`src/include/ucrd_map.vh`:
```
// Address map, field positions, masks and reset values of the channel register decoder.
`ifndef UCRD_MAP_VH
`define UCRD_MAP_VH

// Register addresses on the three address lines.
`define UCRD_A_HOLD      3'h0
`define UCRD_A_IER       3'h1
`define UCRD_A_ISR       3'h2
`define UCRD_A_LCR       3'h3
`define UCRD_A_MCR       3'h4
`define UCRD_A_LSR       3'h5
`define UCRD_A_MSR       3'h6
`define UCRD_A_SPR       3'h7

// Line control value that opens the enhanced register set.
`define UCRD_LCR_KEY     8'hBF
// Divisor access enable bit of the line control register.
`define UCRD_LCR_DIV     7
// Unlock bit of the enhanced feature register.
`define UCRD_EFR_UNLOCK  4

// Bits that only exist while the unlock bit is set.
`define UCRD_IER_GATE    8'hF0
`define UCRD_ISR_GATE    8'h30
`define UCRD_FCR_GATE    8'h30
`define UCRD_MCR_GATE    8'hE0
// Implemented bits of the fractional divisor; the top two are reserved.
`define UCRD_DLD_VALID   8'h3F

// Modem control bit positions.
`define UCRD_MCR_DTR     0
`define UCRD_MCR_RTS     1
`define UCRD_MCR_OP1     2
`define UCRD_MCR_OP2     3
`define UCRD_MCR_LOOP    4

// Common values.
`define UCRD_RST_VAL     8'h00
`define UCRD_ALL_ONES    8'hFF
`define UCRD_CHANNELS    4

`endif

```
`src/logic/ucrd_chan_regs.v`:
```
// Writable register set of one UART channel with enhanced-bit gating.
`default_nettype none
`include "ucrd_map.vh"

module ucrd_chan_regs (
  input  wire       clock,
  input  wire       rst_n,
  input  wire       wr_stb,
  input  wire [2:0] addr,
  input  wire [7:0] wdata,
  output reg  [7:0] tx_data_r,
  output reg        tx_load_r,
  output wire [7:0] fifo_ctl,
  output reg        fifo_load_r,
  output wire [7:0] int_enable,
  output wire [7:0] line_ctl,
  output wire [7:0] modem_ctl,
  output wire [7:0] enh_feature,
  output wire [7:0] div_low,
  output wire [7:0] div_high,
  output wire [7:0] div_frac,
  output wire [7:0] scratch,
  output wire [7:0] resume_first,
  output wire [7:0] resume_second,
  output wire [7:0] pause_first,
  output wire [7:0] pause_second
);

  reg  [7:0] ier_r;
  reg  [7:0] fcr_r;
  reg  [7:0] lcr_r;
  reg  [7:0] mcr_r;
  reg  [7:0] efr_r;
  reg  [7:0] dll_r;
  reg  [7:0] dlm_r;
  reg  [7:0] dld_r;
  reg  [7:0] spr_r;
  reg  [7:0] res1_r;
  reg  [7:0] res2_r;
  reg  [7:0] pau1_r;
  reg  [7:0] pau2_r;

  // Mode of the overlaid map and the unlock state.
  wire       mode_enh = (lcr_r == `UCRD_LCR_KEY);
  wire       mode_std = ~lcr_r[`UCRD_LCR_DIV];
  wire       mode_div = lcr_r[`UCRD_LCR_DIV] & ~mode_enh;
  wire       unlocked = efr_r[`UCRD_EFR_UNLOCK];
  wire [7:0] open_m   = unlocked ? `UCRD_ALL_ONES : `UCRD_RST_VAL;
  wire [7:0] ier_m    = ~`UCRD_IER_GATE | open_m;
  wire [7:0] fcr_m    = ~`UCRD_FCR_GATE | open_m;
  wire [7:0] mcr_m    = ~`UCRD_MCR_GATE | open_m;
  wire [7:0] dld_m    = `UCRD_DLD_VALID & open_m;

  // Gated bits read back as zero while locked.
  assign int_enable    = ier_r & ier_m;
  assign fifo_ctl      = fcr_r & fcr_m;
  assign modem_ctl     = mcr_r & mcr_m;
  assign div_frac      = dld_r & dld_m;
  assign line_ctl      = lcr_r;
  assign enh_feature   = efr_r;
  assign div_low       = dll_r;
  assign div_high      = dlm_r;
  assign scratch       = spr_r;
  assign resume_first  = res1_r;
  assign resume_second = res2_r;
  assign pause_first   = pau1_r;
  assign pause_second  = pau2_r;

  // Write decode; locations that hold only status keep their state.
  always @(posedge clock or negedge rst_n) begin
    if (!rst_n) begin
      tx_data_r   <= `UCRD_RST_VAL;
      tx_load_r   <= 1'b0;
      fifo_load_r <= 1'b0;
      ier_r       <= `UCRD_RST_VAL;
      fcr_r       <= `UCRD_RST_VAL;
      lcr_r       <= `UCRD_RST_VAL;
      mcr_r       <= `UCRD_RST_VAL;
      efr_r       <= `UCRD_RST_VAL;
      dll_r       <= `UCRD_RST_VAL;
      dlm_r       <= `UCRD_RST_VAL;
      dld_r       <= `UCRD_RST_VAL;
      spr_r       <= `UCRD_RST_VAL;
      res1_r      <= `UCRD_RST_VAL;
      res2_r      <= `UCRD_RST_VAL;
      pau1_r      <= `UCRD_RST_VAL;
      pau2_r      <= `UCRD_RST_VAL;
    end else begin
      tx_load_r   <= 1'b0;
      fifo_load_r <= 1'b0;
      if (wr_stb) begin
        case (addr)
          `UCRD_A_HOLD: begin
            if (mode_std) begin
              tx_data_r <= wdata;
              tx_load_r <= 1'b1;
            end else if (mode_div) begin
              dll_r <= wdata;
            end
          end
          `UCRD_A_IER: begin
            if (mode_std) begin
              ier_r <= (wdata & ier_m) | (ier_r & ~ier_m);
            end else if (mode_div) begin
              dlm_r <= wdata;
            end
          end
          `UCRD_A_ISR: begin
            if (mode_std) begin
              fcr_r       <= (wdata & fcr_m) | (fcr_r & ~fcr_m);
              fifo_load_r <= 1'b1;
            end else if (mode_div) begin
              dld_r <= (wdata & dld_m) | (dld_r & ~dld_m);
            end else begin
              efr_r <= wdata;
            end
          end
          `UCRD_A_LCR: begin
            lcr_r <= wdata;
          end
          `UCRD_A_MCR: begin
            if (mode_enh) begin
              res1_r <= wdata;
            end else begin
              mcr_r <= (wdata & mcr_m) | (mcr_r & ~mcr_m);
            end
          end
          `UCRD_A_LSR: begin
            if (mode_enh) begin
              res2_r <= wdata;
            end
          end
          `UCRD_A_MSR: begin
            if (mode_enh) begin
              pau1_r <= wdata;
            end
          end
          default: begin
            if (mode_enh) begin
              pau2_r <= wdata;
            end else if (mode_std) begin
              spr_r <= wdata;
            end
          end
        endcase
      end
    end
  end

endmodule
`default_nettype wire

```
`src/logic/ucrd_register_decode.v`:
```
// Four-channel register decoder: bus sampling, channel select, read mux and modem status.
//
// Function
// - Each channel owns a private register set.
// - Address 0 standard: receive read, transmit write.
// - Divisor mode: addresses 0-2 reach divisor bytes.
// - Key value: address 2 reaches enhanced feature.
// - Key value: addresses 4-7 reach flow characters.
// - Address 1 standard: interrupt enable read/write.
// - Upper control bits usable only when unlocked.
// - Address 2 standard: status read, FIFO write.
// - Address 3 always reaches line control.
// - Address 4 reaches modem control unless key.
// - Address 5 standard reads line status.
// - Address 6 standard reads modem status.
// - Address 7 standard is plain scratch storage.
// - Fraction bits, 8x and 4x sampling select.
// - Reset clears all four flow characters.
// - Reset clears every interrupt enable bit.
`default_nettype none
`include "ucrd_map.vh"

module ucrd_register_decode (
  input  wire        clock,
  input  wire        rst_n,
  input  wire [3:0]  cs_n,
  input  wire [2:0]  addr,
  input  wire        wr_n,
  input  wire        rd_n,
  input  wire [7:0]  wdata,
  output reg  [7:0]  rdata_r,
  output wire        rdata_oe,
  input  wire [31:0] rx_data,
  input  wire [31:0] isr_in,
  input  wire [31:0] lsr_in,
  input  wire [3:0]  cts_n,
  input  wire [3:0]  dsr_n,
  input  wire [3:0]  ri_n,
  input  wire [3:0]  cd_n,
  output reg  [3:0]  rx_pop_r,
  output wire [31:0] tx_data,
  output wire [3:0]  tx_load,
  output wire [31:0] fifo_ctl,
  output wire [3:0]  fifo_load,
  output wire [31:0] int_enable,
  output wire [31:0] line_ctl,
  output wire [31:0] modem_ctl,
  output wire [31:0] enh_feature,
  output wire [31:0] div_low,
  output wire [31:0] div_high,
  output wire [31:0] div_frac,
  output wire [31:0] resume_first,
  output wire [31:0] resume_second,
  output wire [31:0] pause_first,
  output wire [31:0] pause_second,
  output wire [31:0] modem_status,
  output reg  [3:0]  dtr_n_r,
  output reg  [3:0]  rts_n_r,
  output reg  [3:0]  interrupt_output_enable_r,
  output reg  [3:0]  reserved_user_output_r,
  output reg  [3:0]  loopback_r
);

  ////////////////////////////////////////////////////////////////////////////////
  // Bus pin sampling.

  reg  [3:0]  cs_s1_r;
  reg  [3:0]  cs_s2_r;
  reg  [2:0]  a_s1_r;
  reg  [2:0]  a_s2_r;
  reg  [7:0]  d_s1_r;
  reg  [7:0]  d_s2_r;
  reg         wr_s1_r;
  reg         wr_s2_r;
  reg         wr_d_r;
  reg         rd_s1_r;
  reg         rd_s2_r;
  reg         rd_d_r;

  // Two flip-flops on every bus pin; the strobes get a third stage, compared with the second to find the falling edge.
  always @(posedge clock or negedge rst_n) begin
    if (!rst_n) begin
      cs_s1_r <= 4'hF;
      cs_s2_r <= 4'hF;
      a_s1_r  <= 3'h0;
      a_s2_r  <= 3'h0;
      d_s1_r  <= `UCRD_RST_VAL;
      d_s2_r  <= `UCRD_RST_VAL;
      wr_s1_r <= 1'b1;
      wr_s2_r <= 1'b1;
      wr_d_r  <= 1'b1;
      rd_s1_r <= 1'b1;
      rd_s2_r <= 1'b1;
      rd_d_r  <= 1'b1;
    end else begin
      cs_s1_r <= cs_n;
      cs_s2_r <= cs_s1_r;
      a_s1_r  <= addr;
      a_s2_r  <= a_s1_r;
      d_s1_r  <= wdata;
      d_s2_r  <= d_s1_r;
      wr_s1_r <= wr_n;
      wr_s2_r <= wr_s1_r;
      wr_d_r  <= wr_s2_r;
      rd_s1_r <= rd_n;
      rd_s2_r <= rd_s1_r;
      rd_d_r  <= rd_s2_r;
    end
  end

  ////////////////////////////////////////////////////////////////////////////////
  // Channel select and strobes.

  reg  [1:0]  chan_idx;
  wire        chan_hit = ~&cs_s2_r;
  wire        wr_fall  = wr_d_r & ~wr_s2_r;
  wire        rd_fall  = rd_d_r & ~rd_s2_r;
  wire [4:0]  base     = {chan_idx, 3'b000};

  // Lowest selected channel wins if more than one select is low.
  always @* begin
    if (!cs_s2_r[0]) begin
      chan_idx = 2'd0;
    end else if (!cs_s2_r[1]) begin
      chan_idx = 2'd1;
    end else if (!cs_s2_r[2]) begin
      chan_idx = 2'd2;
    end else begin
      chan_idx = 2'd3;
    end
  end

  // Data are driven while a selected read is in progress.
  assign rdata_oe = chan_hit & ~rd_s2_r;

  // Mode of the selected channel.
  wire [7:0]  sel_lcr  = line_ctl[base +: 8];
  wire        sel_enh  = (sel_lcr == `UCRD_LCR_KEY);
  wire        sel_std  = ~sel_lcr[`UCRD_LCR_DIV];
  wire        sel_div  = sel_lcr[`UCRD_LCR_DIV] & ~sel_enh;
  wire        sel_unl  = enh_feature[base + `UCRD_EFR_UNLOCK];
  wire [7:0]  isr_m    = sel_unl ? `UCRD_ALL_ONES : ~`UCRD_ISR_GATE;

  // Read side effects: popping the receive byte and clearing modem deltas.
  wire        rd_take  = rd_fall & chan_hit;
  wire        pop_now  = rd_take & sel_std & (a_s2_r == `UCRD_A_HOLD);
  wire        msr_now  = rd_take & sel_std & (a_s2_r == `UCRD_A_MSR);

  ////////////////////////////////////////////////////////////////////////////////
  // Per-channel register sets and modem status.

  wire [31:0] scratch;
  reg  [15:0] mdm_s1_r;
  reg  [15:0] mdm_s2_r;

  // Synchronise all sixteen modem inputs as one vector.
  always @(posedge clock or negedge rst_n) begin
    if (!rst_n) begin
      mdm_s1_r <= 16'hFFFF;
      mdm_s2_r <= 16'hFFFF;
    end else begin
      mdm_s1_r <= {cd_n, ri_n, dsr_n, cts_n};
      mdm_s2_r <= mdm_s1_r;
    end
  end

  genvar g;
  generate
    for (g = 0; g < `UCRD_CHANNELS; g = g + 1) begin : chan
      wire [7:0] modem_control = modem_ctl[8*g +: 8];
      wire [3:0] pin_lvl;
      wire [3:0] lvl;
      reg  [3:0] prev_r;
      reg  [3:0] delta_r;

      // Each channel gets its own strobe so no write leaks across.
      ucrd_chan_regs u_regs (
        .clock         (clock),
        .rst_n         (rst_n),
        .wr_stb        (wr_fall & chan_hit & (chan_idx == g)),
        .addr          (a_s2_r),
        .wdata         (d_s2_r),
        .tx_data_r     (tx_data[8*g +: 8]),
        .tx_load_r     (tx_load[g]),
        .fifo_ctl      (fifo_ctl[8*g +: 8]),
        .fifo_load_r   (fifo_load[g]),
        .int_enable    (int_enable[8*g +: 8]),
        .line_ctl      (line_ctl[8*g +: 8]),
        .modem_ctl     (modem_ctl[8*g +: 8]),
        .enh_feature   (enh_feature[8*g +: 8]),
        .div_low       (div_low[8*g +: 8]),
        .div_high      (div_high[8*g +: 8]),
        .div_frac      (div_frac[8*g +: 8]),
        .scratch       (scratch[8*g +: 8]),
        .resume_first  (resume_first[8*g +: 8]),
        .resume_second (resume_second[8*g +: 8]),
        .pause_first   (pause_first[8*g +: 8]),
        .pause_second  (pause_second[8*g +: 8])
      );

      // Active levels of CTS, DSR, RI and CD; loopback feeds back the outputs.
      assign pin_lvl = ~{mdm_s2_r[12 + g], mdm_s2_r[8 + g], mdm_s2_r[4 + g], mdm_s2_r[g]};
      assign lvl     = modem_control[`UCRD_MCR_LOOP] ?
                       {modem_control[`UCRD_MCR_OP2], modem_control[`UCRD_MCR_OP1],
                        modem_control[`UCRD_MCR_DTR], modem_control[`UCRD_MCR_RTS]} : pin_lvl;

      // Change flags: a change in the clearing cycle stays set.
      always @(posedge clock or negedge rst_n) begin
        if (!rst_n) begin
          prev_r  <= 4'h0;
          delta_r <= 4'h0;
        end else begin
          prev_r  <= lvl;
          delta_r <= (delta_r & ~{4{msr_now & (chan_idx == g)}}) | (lvl ^ prev_r);
        end
      end

      assign modem_status[8*g +: 8] = {lvl, delta_r};

      // Modem pins; both request outputs go inactive during loopback.
      always @(posedge clock or negedge rst_n) begin
        if (!rst_n) begin
          dtr_n_r[g]                   <= 1'b1;
          rts_n_r[g]                   <= 1'b1;
          interrupt_output_enable_r[g] <= 1'b0;
          reserved_user_output_r[g]    <= 1'b0;
          loopback_r[g]                <= 1'b0;
        end else begin
          dtr_n_r[g]                   <= ~modem_control[`UCRD_MCR_DTR] | modem_control[`UCRD_MCR_LOOP];
          rts_n_r[g]                   <= ~modem_control[`UCRD_MCR_RTS] | modem_control[`UCRD_MCR_LOOP];
          interrupt_output_enable_r[g] <= modem_control[`UCRD_MCR_OP2];
          reserved_user_output_r[g]    <= modem_control[`UCRD_MCR_OP1];
          loopback_r[g]                <= modem_control[`UCRD_MCR_LOOP];
        end
      end
    end
  endgenerate

  ////////////////////////////////////////////////////////////////////////////////
  // Read multiplexer.

  reg  [7:0]  rd_mux;

  // Select the location of the selected channel for the current mode.
  always @* begin
    rd_mux = `UCRD_RST_VAL;
    case (a_s2_r)
      `UCRD_A_HOLD: begin
        if (sel_std) begin
          rd_mux = rx_data[base +: 8];
        end else if (sel_div) begin
          rd_mux = div_low[base +: 8];
        end
      end
      `UCRD_A_IER: begin
        if (sel_std) begin
          rd_mux = int_enable[base +: 8];
        end else if (sel_div) begin
          rd_mux = div_high[base +: 8];
        end
      end
      `UCRD_A_ISR: begin
        if (sel_std) begin
          rd_mux = isr_in[base +: 8] & isr_m;
        end else if (sel_div) begin
          rd_mux = div_frac[base +: 8];
        end else begin
          rd_mux = enh_feature[base +: 8];
        end
      end
      `UCRD_A_LCR: begin
        rd_mux = sel_lcr;
      end
      `UCRD_A_MCR: begin
        rd_mux = sel_enh ? resume_first[base +: 8] : modem_ctl[base +: 8];
      end
      `UCRD_A_LSR: begin
        if (sel_enh) begin
          rd_mux = resume_second[base +: 8];
        end else if (sel_std) begin
          rd_mux = lsr_in[base +: 8];
        end
      end
      `UCRD_A_MSR: begin
        if (sel_enh) begin
          rd_mux = pause_first[base +: 8];
        end else if (sel_std) begin
          rd_mux = modem_status[base +: 8];
        end
      end
      default: begin
        if (sel_enh) begin
          rd_mux = pause_second[base +: 8];
        end else if (sel_std) begin
          rd_mux = scratch[base +: 8];
        end
      end
    endcase
  end

  // Capture read data at the start of a read and pulse the pop strobe.
  always @(posedge clock or negedge rst_n) begin
    if (!rst_n) begin
      rdata_r  <= `UCRD_RST_VAL;
      rx_pop_r <= 4'h0;
    end else begin
      rx_pop_r <= 4'h0;
      if (rd_take) begin
        rdata_r <= rd_mux;
      end
      if (pop_now) begin
        rx_pop_r[chan_idx] <= 1'b1;
      end
    end
  end

endmodule
`default_nettype wire

```
`config.mk`:
```
export PLATFORM = sky130hd
export DESIGN_NAME = ucrd_register_decode
export DESIGN_NICKNAME = d
export VERILOG_FILES = /design/src/logic/ucrd_chan_regs.v /design/src/logic/ucrd_register_decode.v
export VERILOG_INCLUDE_DIRS = /design/src /design/src/include
export SDC_FILE = /design/constraint.sdc
export NUM_CORES = 1
export LEC_CHECK = 0
export ABC_AREA = 1
export BUFFER_PORTS_ARGS = -buffer_cell sky130_fd_sc_hd__buf_4
export CELL_PAD_IN_SITES_DETAIL_PLACEMENT = 1
export CELL_PAD_IN_SITES_GLOBAL_PLACEMENT = 1
export CORE_MARGIN = 5
export CORE_UTILIZATION = 30
export CTS_CLUSTER_SIZE = 8
export DETAILED_ROUTE_END_ITERATION = 6
export GPL_TIMING_DRIVEN = 0
export PLACE_DENSITY_LB_ADDON = 0.1
export REMOVE_ABC_BUFFERS = 1
export SYNTH_ARGS = -nofsm -noshare
export SYNTH_HDL_FRONTEND = slang
export SYNTH_SLANG_ARGS = --single-unit
```
`constraint.sdc`:
```
create_clock -name clock -period 4.3 [get_ports clock]
set_input_delay 0.43 -clock clock [delete_from_list [all_inputs] [get_ports clock]]
set_output_delay 0.43 -clock clock [all_outputs]
set_load 0.03 [all_outputs]
```
==> flow_metrics.py <==
metrics = {
    "status": {
        "status": "completed",
    },
    "drt": {
        "wl_per_cell_um": 27.4,
        "routed_wl_um": 130000,
        "num_vias": 24100,
        "viasPerCell": 5.08,
        "drt-initial-drc-count": 1574,
        "first_pass_iters": 5,
        "wl_met2_um": 62300,
        "drc": 0,
        "dr.max_layer_used": "met4",
        "antenna_left": 0,
        "dr_wl_met3_um": 8270,
        "wl_met1_um": 53800,
    },
    "grt": {
        "grt_overflow_total": 0,
        "grt_pass1_vias": 25200,
        "grt_pass1_wl_um": 182000,
        "grt_antenna_before_repair": 10,
        "grt_max_degree": 110,
        "grtUsageTotal": 0.273,
    },
    "clocking": {
        "tritoncts": "done",
        "cts_max_level": 3,
        "clockRootBuffer": "clkbuf_16",
        "clk_pin_slew_worst_paths_ns": 0.05,
        "clockBufferDepth": 3,
        "numClockSinks": 580,
        "cts_made_buffers": 83,
        "worstSkewPairLatency_ns": 0.64,
    },
    "timing": {
        "clock.fmax_mhz": 240,
        "setup_viol": 0,
        "hold_viol_final": 0,
        "rsz0062_at_grt": "no",
        "relSlewSlack": 0.149,
        "tightest_slew_ns": 1.28,
        "skew_ns": 0.0270,
        "min_period_ns": 4.17,
        "slew_viol_final": 0,
        "period_share": 0.970,
    },
    "placed_design": {
        "dp.cells": 4530,
        "place_area_mm2": 0.0311,
        "io_buffer_count": 611,
        "gp_congestion": 0.808,
        "hpwl_um": 88800,
    },
    "critical_path": {
        "crit_path_end_kind": "register",
        "crit_fanout": 47,
        "cp-start-kind": "register",
        "cp.arrival_ns": 4.69,
        "path_class": "register to register",
        "required_ns": 4.82,
    },
    "floorplan": {
        "rows": 107,
        "die-area_mm2": 0.0916,
        "start_util": 0.302,
        "pin_count": 620,
        "coreArea_mm2": 0.0851,
        "die_w_um": 303,
        "die_h_um": 303,
    },
    "logic_synthesis": {
        "synth_seq_area_share": 0.567,
        "syn-cell-area_mm2": 0.0257,
        "yosysMostFrequentCell": "nand2_1",
        "avgSynthCellArea_um2": 8.56,
        "synth_cells": 3003,
        "synth-edff-count": 0,
        "synth_area_leader_cell": "dfrtp_1",
        "synthTopCellsByCount": "892 x nand2_1, 545 x o21ai_0, 526 x dfrtp_1",
        "synth.top_cell.area_share": 0.512,
        "yosys_most_used_dff": "dfrtp_1",
        "ys_seq_elements": 580,
        "async_reset_ff_frac": 1.00,
        "synthTopCellsByArea": "dfrtp_1 51%, nand2_1 13%, o21ai_0 11%",
        "synth_cell_types": 45,
        "synth-warning-count": 0,
    },
    "final_layout": {
        "final_nets": 3665,
        "fin_cells": 4733,
        "layout-drive-gt1-share": 0.244,
        "syn2layout_area_growth_pct": 33.8,
        "finalInstanceArea_mm2": 0.0344,
        "postLayoutCoreUtil": 0.404,
    },
    "power": {
        "power.total_uw": 14500,
        "peakVddDrop_mv": 0.279,
        "power_leakage_uw": 0.0167,
        "power_density_mw_per_mm2": 420,
    },
    "flow_run": {
        "drv_cap": 0,
    },
    "hold_path": {
        "hold_path.class": "primary input to asynchronous set/reset pin",
    },
}
==> cell usage in the layout (no fill, tap or decap), types with 26 or more instances in the layout <==
| cell | count |
|---|---|
| a21oi_1 | 85 |
| a22oi_1 | 26 |
| buf_4 | 629 |
| clkbuf_1 | 46 |
| clkbuf_16 | 84 |
| dfrtp_1 | 526 |
| dfstp_2 | 52 |
| dlygate4sd3_1 | 34 |
| inv_1 | 159 |
| nand2_1 | 885 |
| nand3_1 | 88 |
| nor2_1 | 132 |
| o21ai_0 | 543 |
| o22ai_1 | 37 |
==> layout make-up <==
class,instances,area [um^2]
Timing Repair Buffer,697,5820
Fill cell,9953,50800
Multi-Input combinational cell,1995,9410
Sequential cell,580,14600
Tap cell,1144,1430
Antenna cell,2,5.00
Inverter,177,702
Clock buffer,133,2320
Clock inverter,5,116
==> power by group <==
| group | total (uW) | switching, uW | internal (uW) | leakage, uW |
|---|---|---|---|---|
| sequential | 5990 | 227 | 5760 | 0.00764 |
| clock | 6270 | 2590 | 3680 | 0.00116 |
| combinational | 2200 | 1510 | 692 | 0.00786 |
==> stage by stage <==
stage	hold slack (ns)	setup WS, ns	TNS [ns]
finish	0.256	0.130	0
global route	0.272	0.0143	0
detailed placement	0.315	-2.14	-87.52
floorplan	0.134	-1.80	-274.22
CTS	0.242	-0.0643	-0.489
global placement	0.336	-10.57	-5673.38
==> logic make-up (layout without fill, tap and decap cells) <==
family,count (synthesis),in the layout,share of synthesized area
AND/OR/NAND/NOR,1181,1186,0.184
AO/OA/AOI/OAI,782,782,0.164
flip-flops,580,580,0.567
buffers and inverters,440,1012,0.0777
XOR/XNOR,13,13,0.00443
multiplexers,6,6,0.00234
other,1,10,0.000146
==> worst max-delay path, stage by stage, from the launching register on <==
cell	delay, ns
dfstp_4	0.65
buf_16	0.22
nand2_8	0.20
buf_16	0.27
nor2_4	0.28
buf_12	0.25
nand2_1	0.08
o21ai_1	0.09
nor2_1	0.10
nand2_1	0.13
nor2_4	0.09
nand2_8	0.17
inv_12	0.10
a21oi_1	0.19
o21ai_0	0.12
nand2_1	0.14
nand2_1	0.07
nand2_1	0.11
nand3b_1	0.30
nand2_1	0.19
nand2_1	0.07
==> timing repair <==
action | CTS | global route
gates cloned | 5 | 1
buffers inserted | 18 | 5
hold endpoints to repair | 61 | 0
resized for setup | 26 | 14
hold buffers | 34 | 0
pin swaps | 8 | 1
setup endpoints to repair | 273 | 126
==> worst paths after layout <==
kind                                           start                                           to  slack, ns  cells past startpoint
worst max-delay path            cs_s2_r[0]$_DFF_PN1_                       rdata_r[7]$_DFFE_PN0P_       0.13                     20
worst max register to register  cs_s2_r[0]$_DFF_PN1_                       rdata_r[7]$_DFFE_PN0P_       0.13                     20
worst min register to register   d_s1_r[7]$_DFF_PN0_                          d_s2_r[7]$_DFF_PN0_       0.34                      0
max in group asynchronous                      rst_n                         cs_s1_r[2]$_DFF_PN1_       2.59                      4
worst min-delay path                           rst_n  chan[1].u_regs.resume_second[2]$_DFFE_PN0P_       0.26                      2
min in group clock               d_s1_r[7]$_DFF_PN0_                          d_s2_r[7]$_DFF_PN0_       0.34                      0
==> metal layers <==
| layer | vias to the layer above | track usage |
|---|---|---|
| li1 | 10900 | - |
| met4 | 0 | 0.106 |
| met2 | 775 | 0.460 |
| met3 | 200 | 0.0575 |
| met5 | - | 0 |
| met1 | 12200 | 0.346 |
Note: power is estimated with default switching activity, not from simulation.
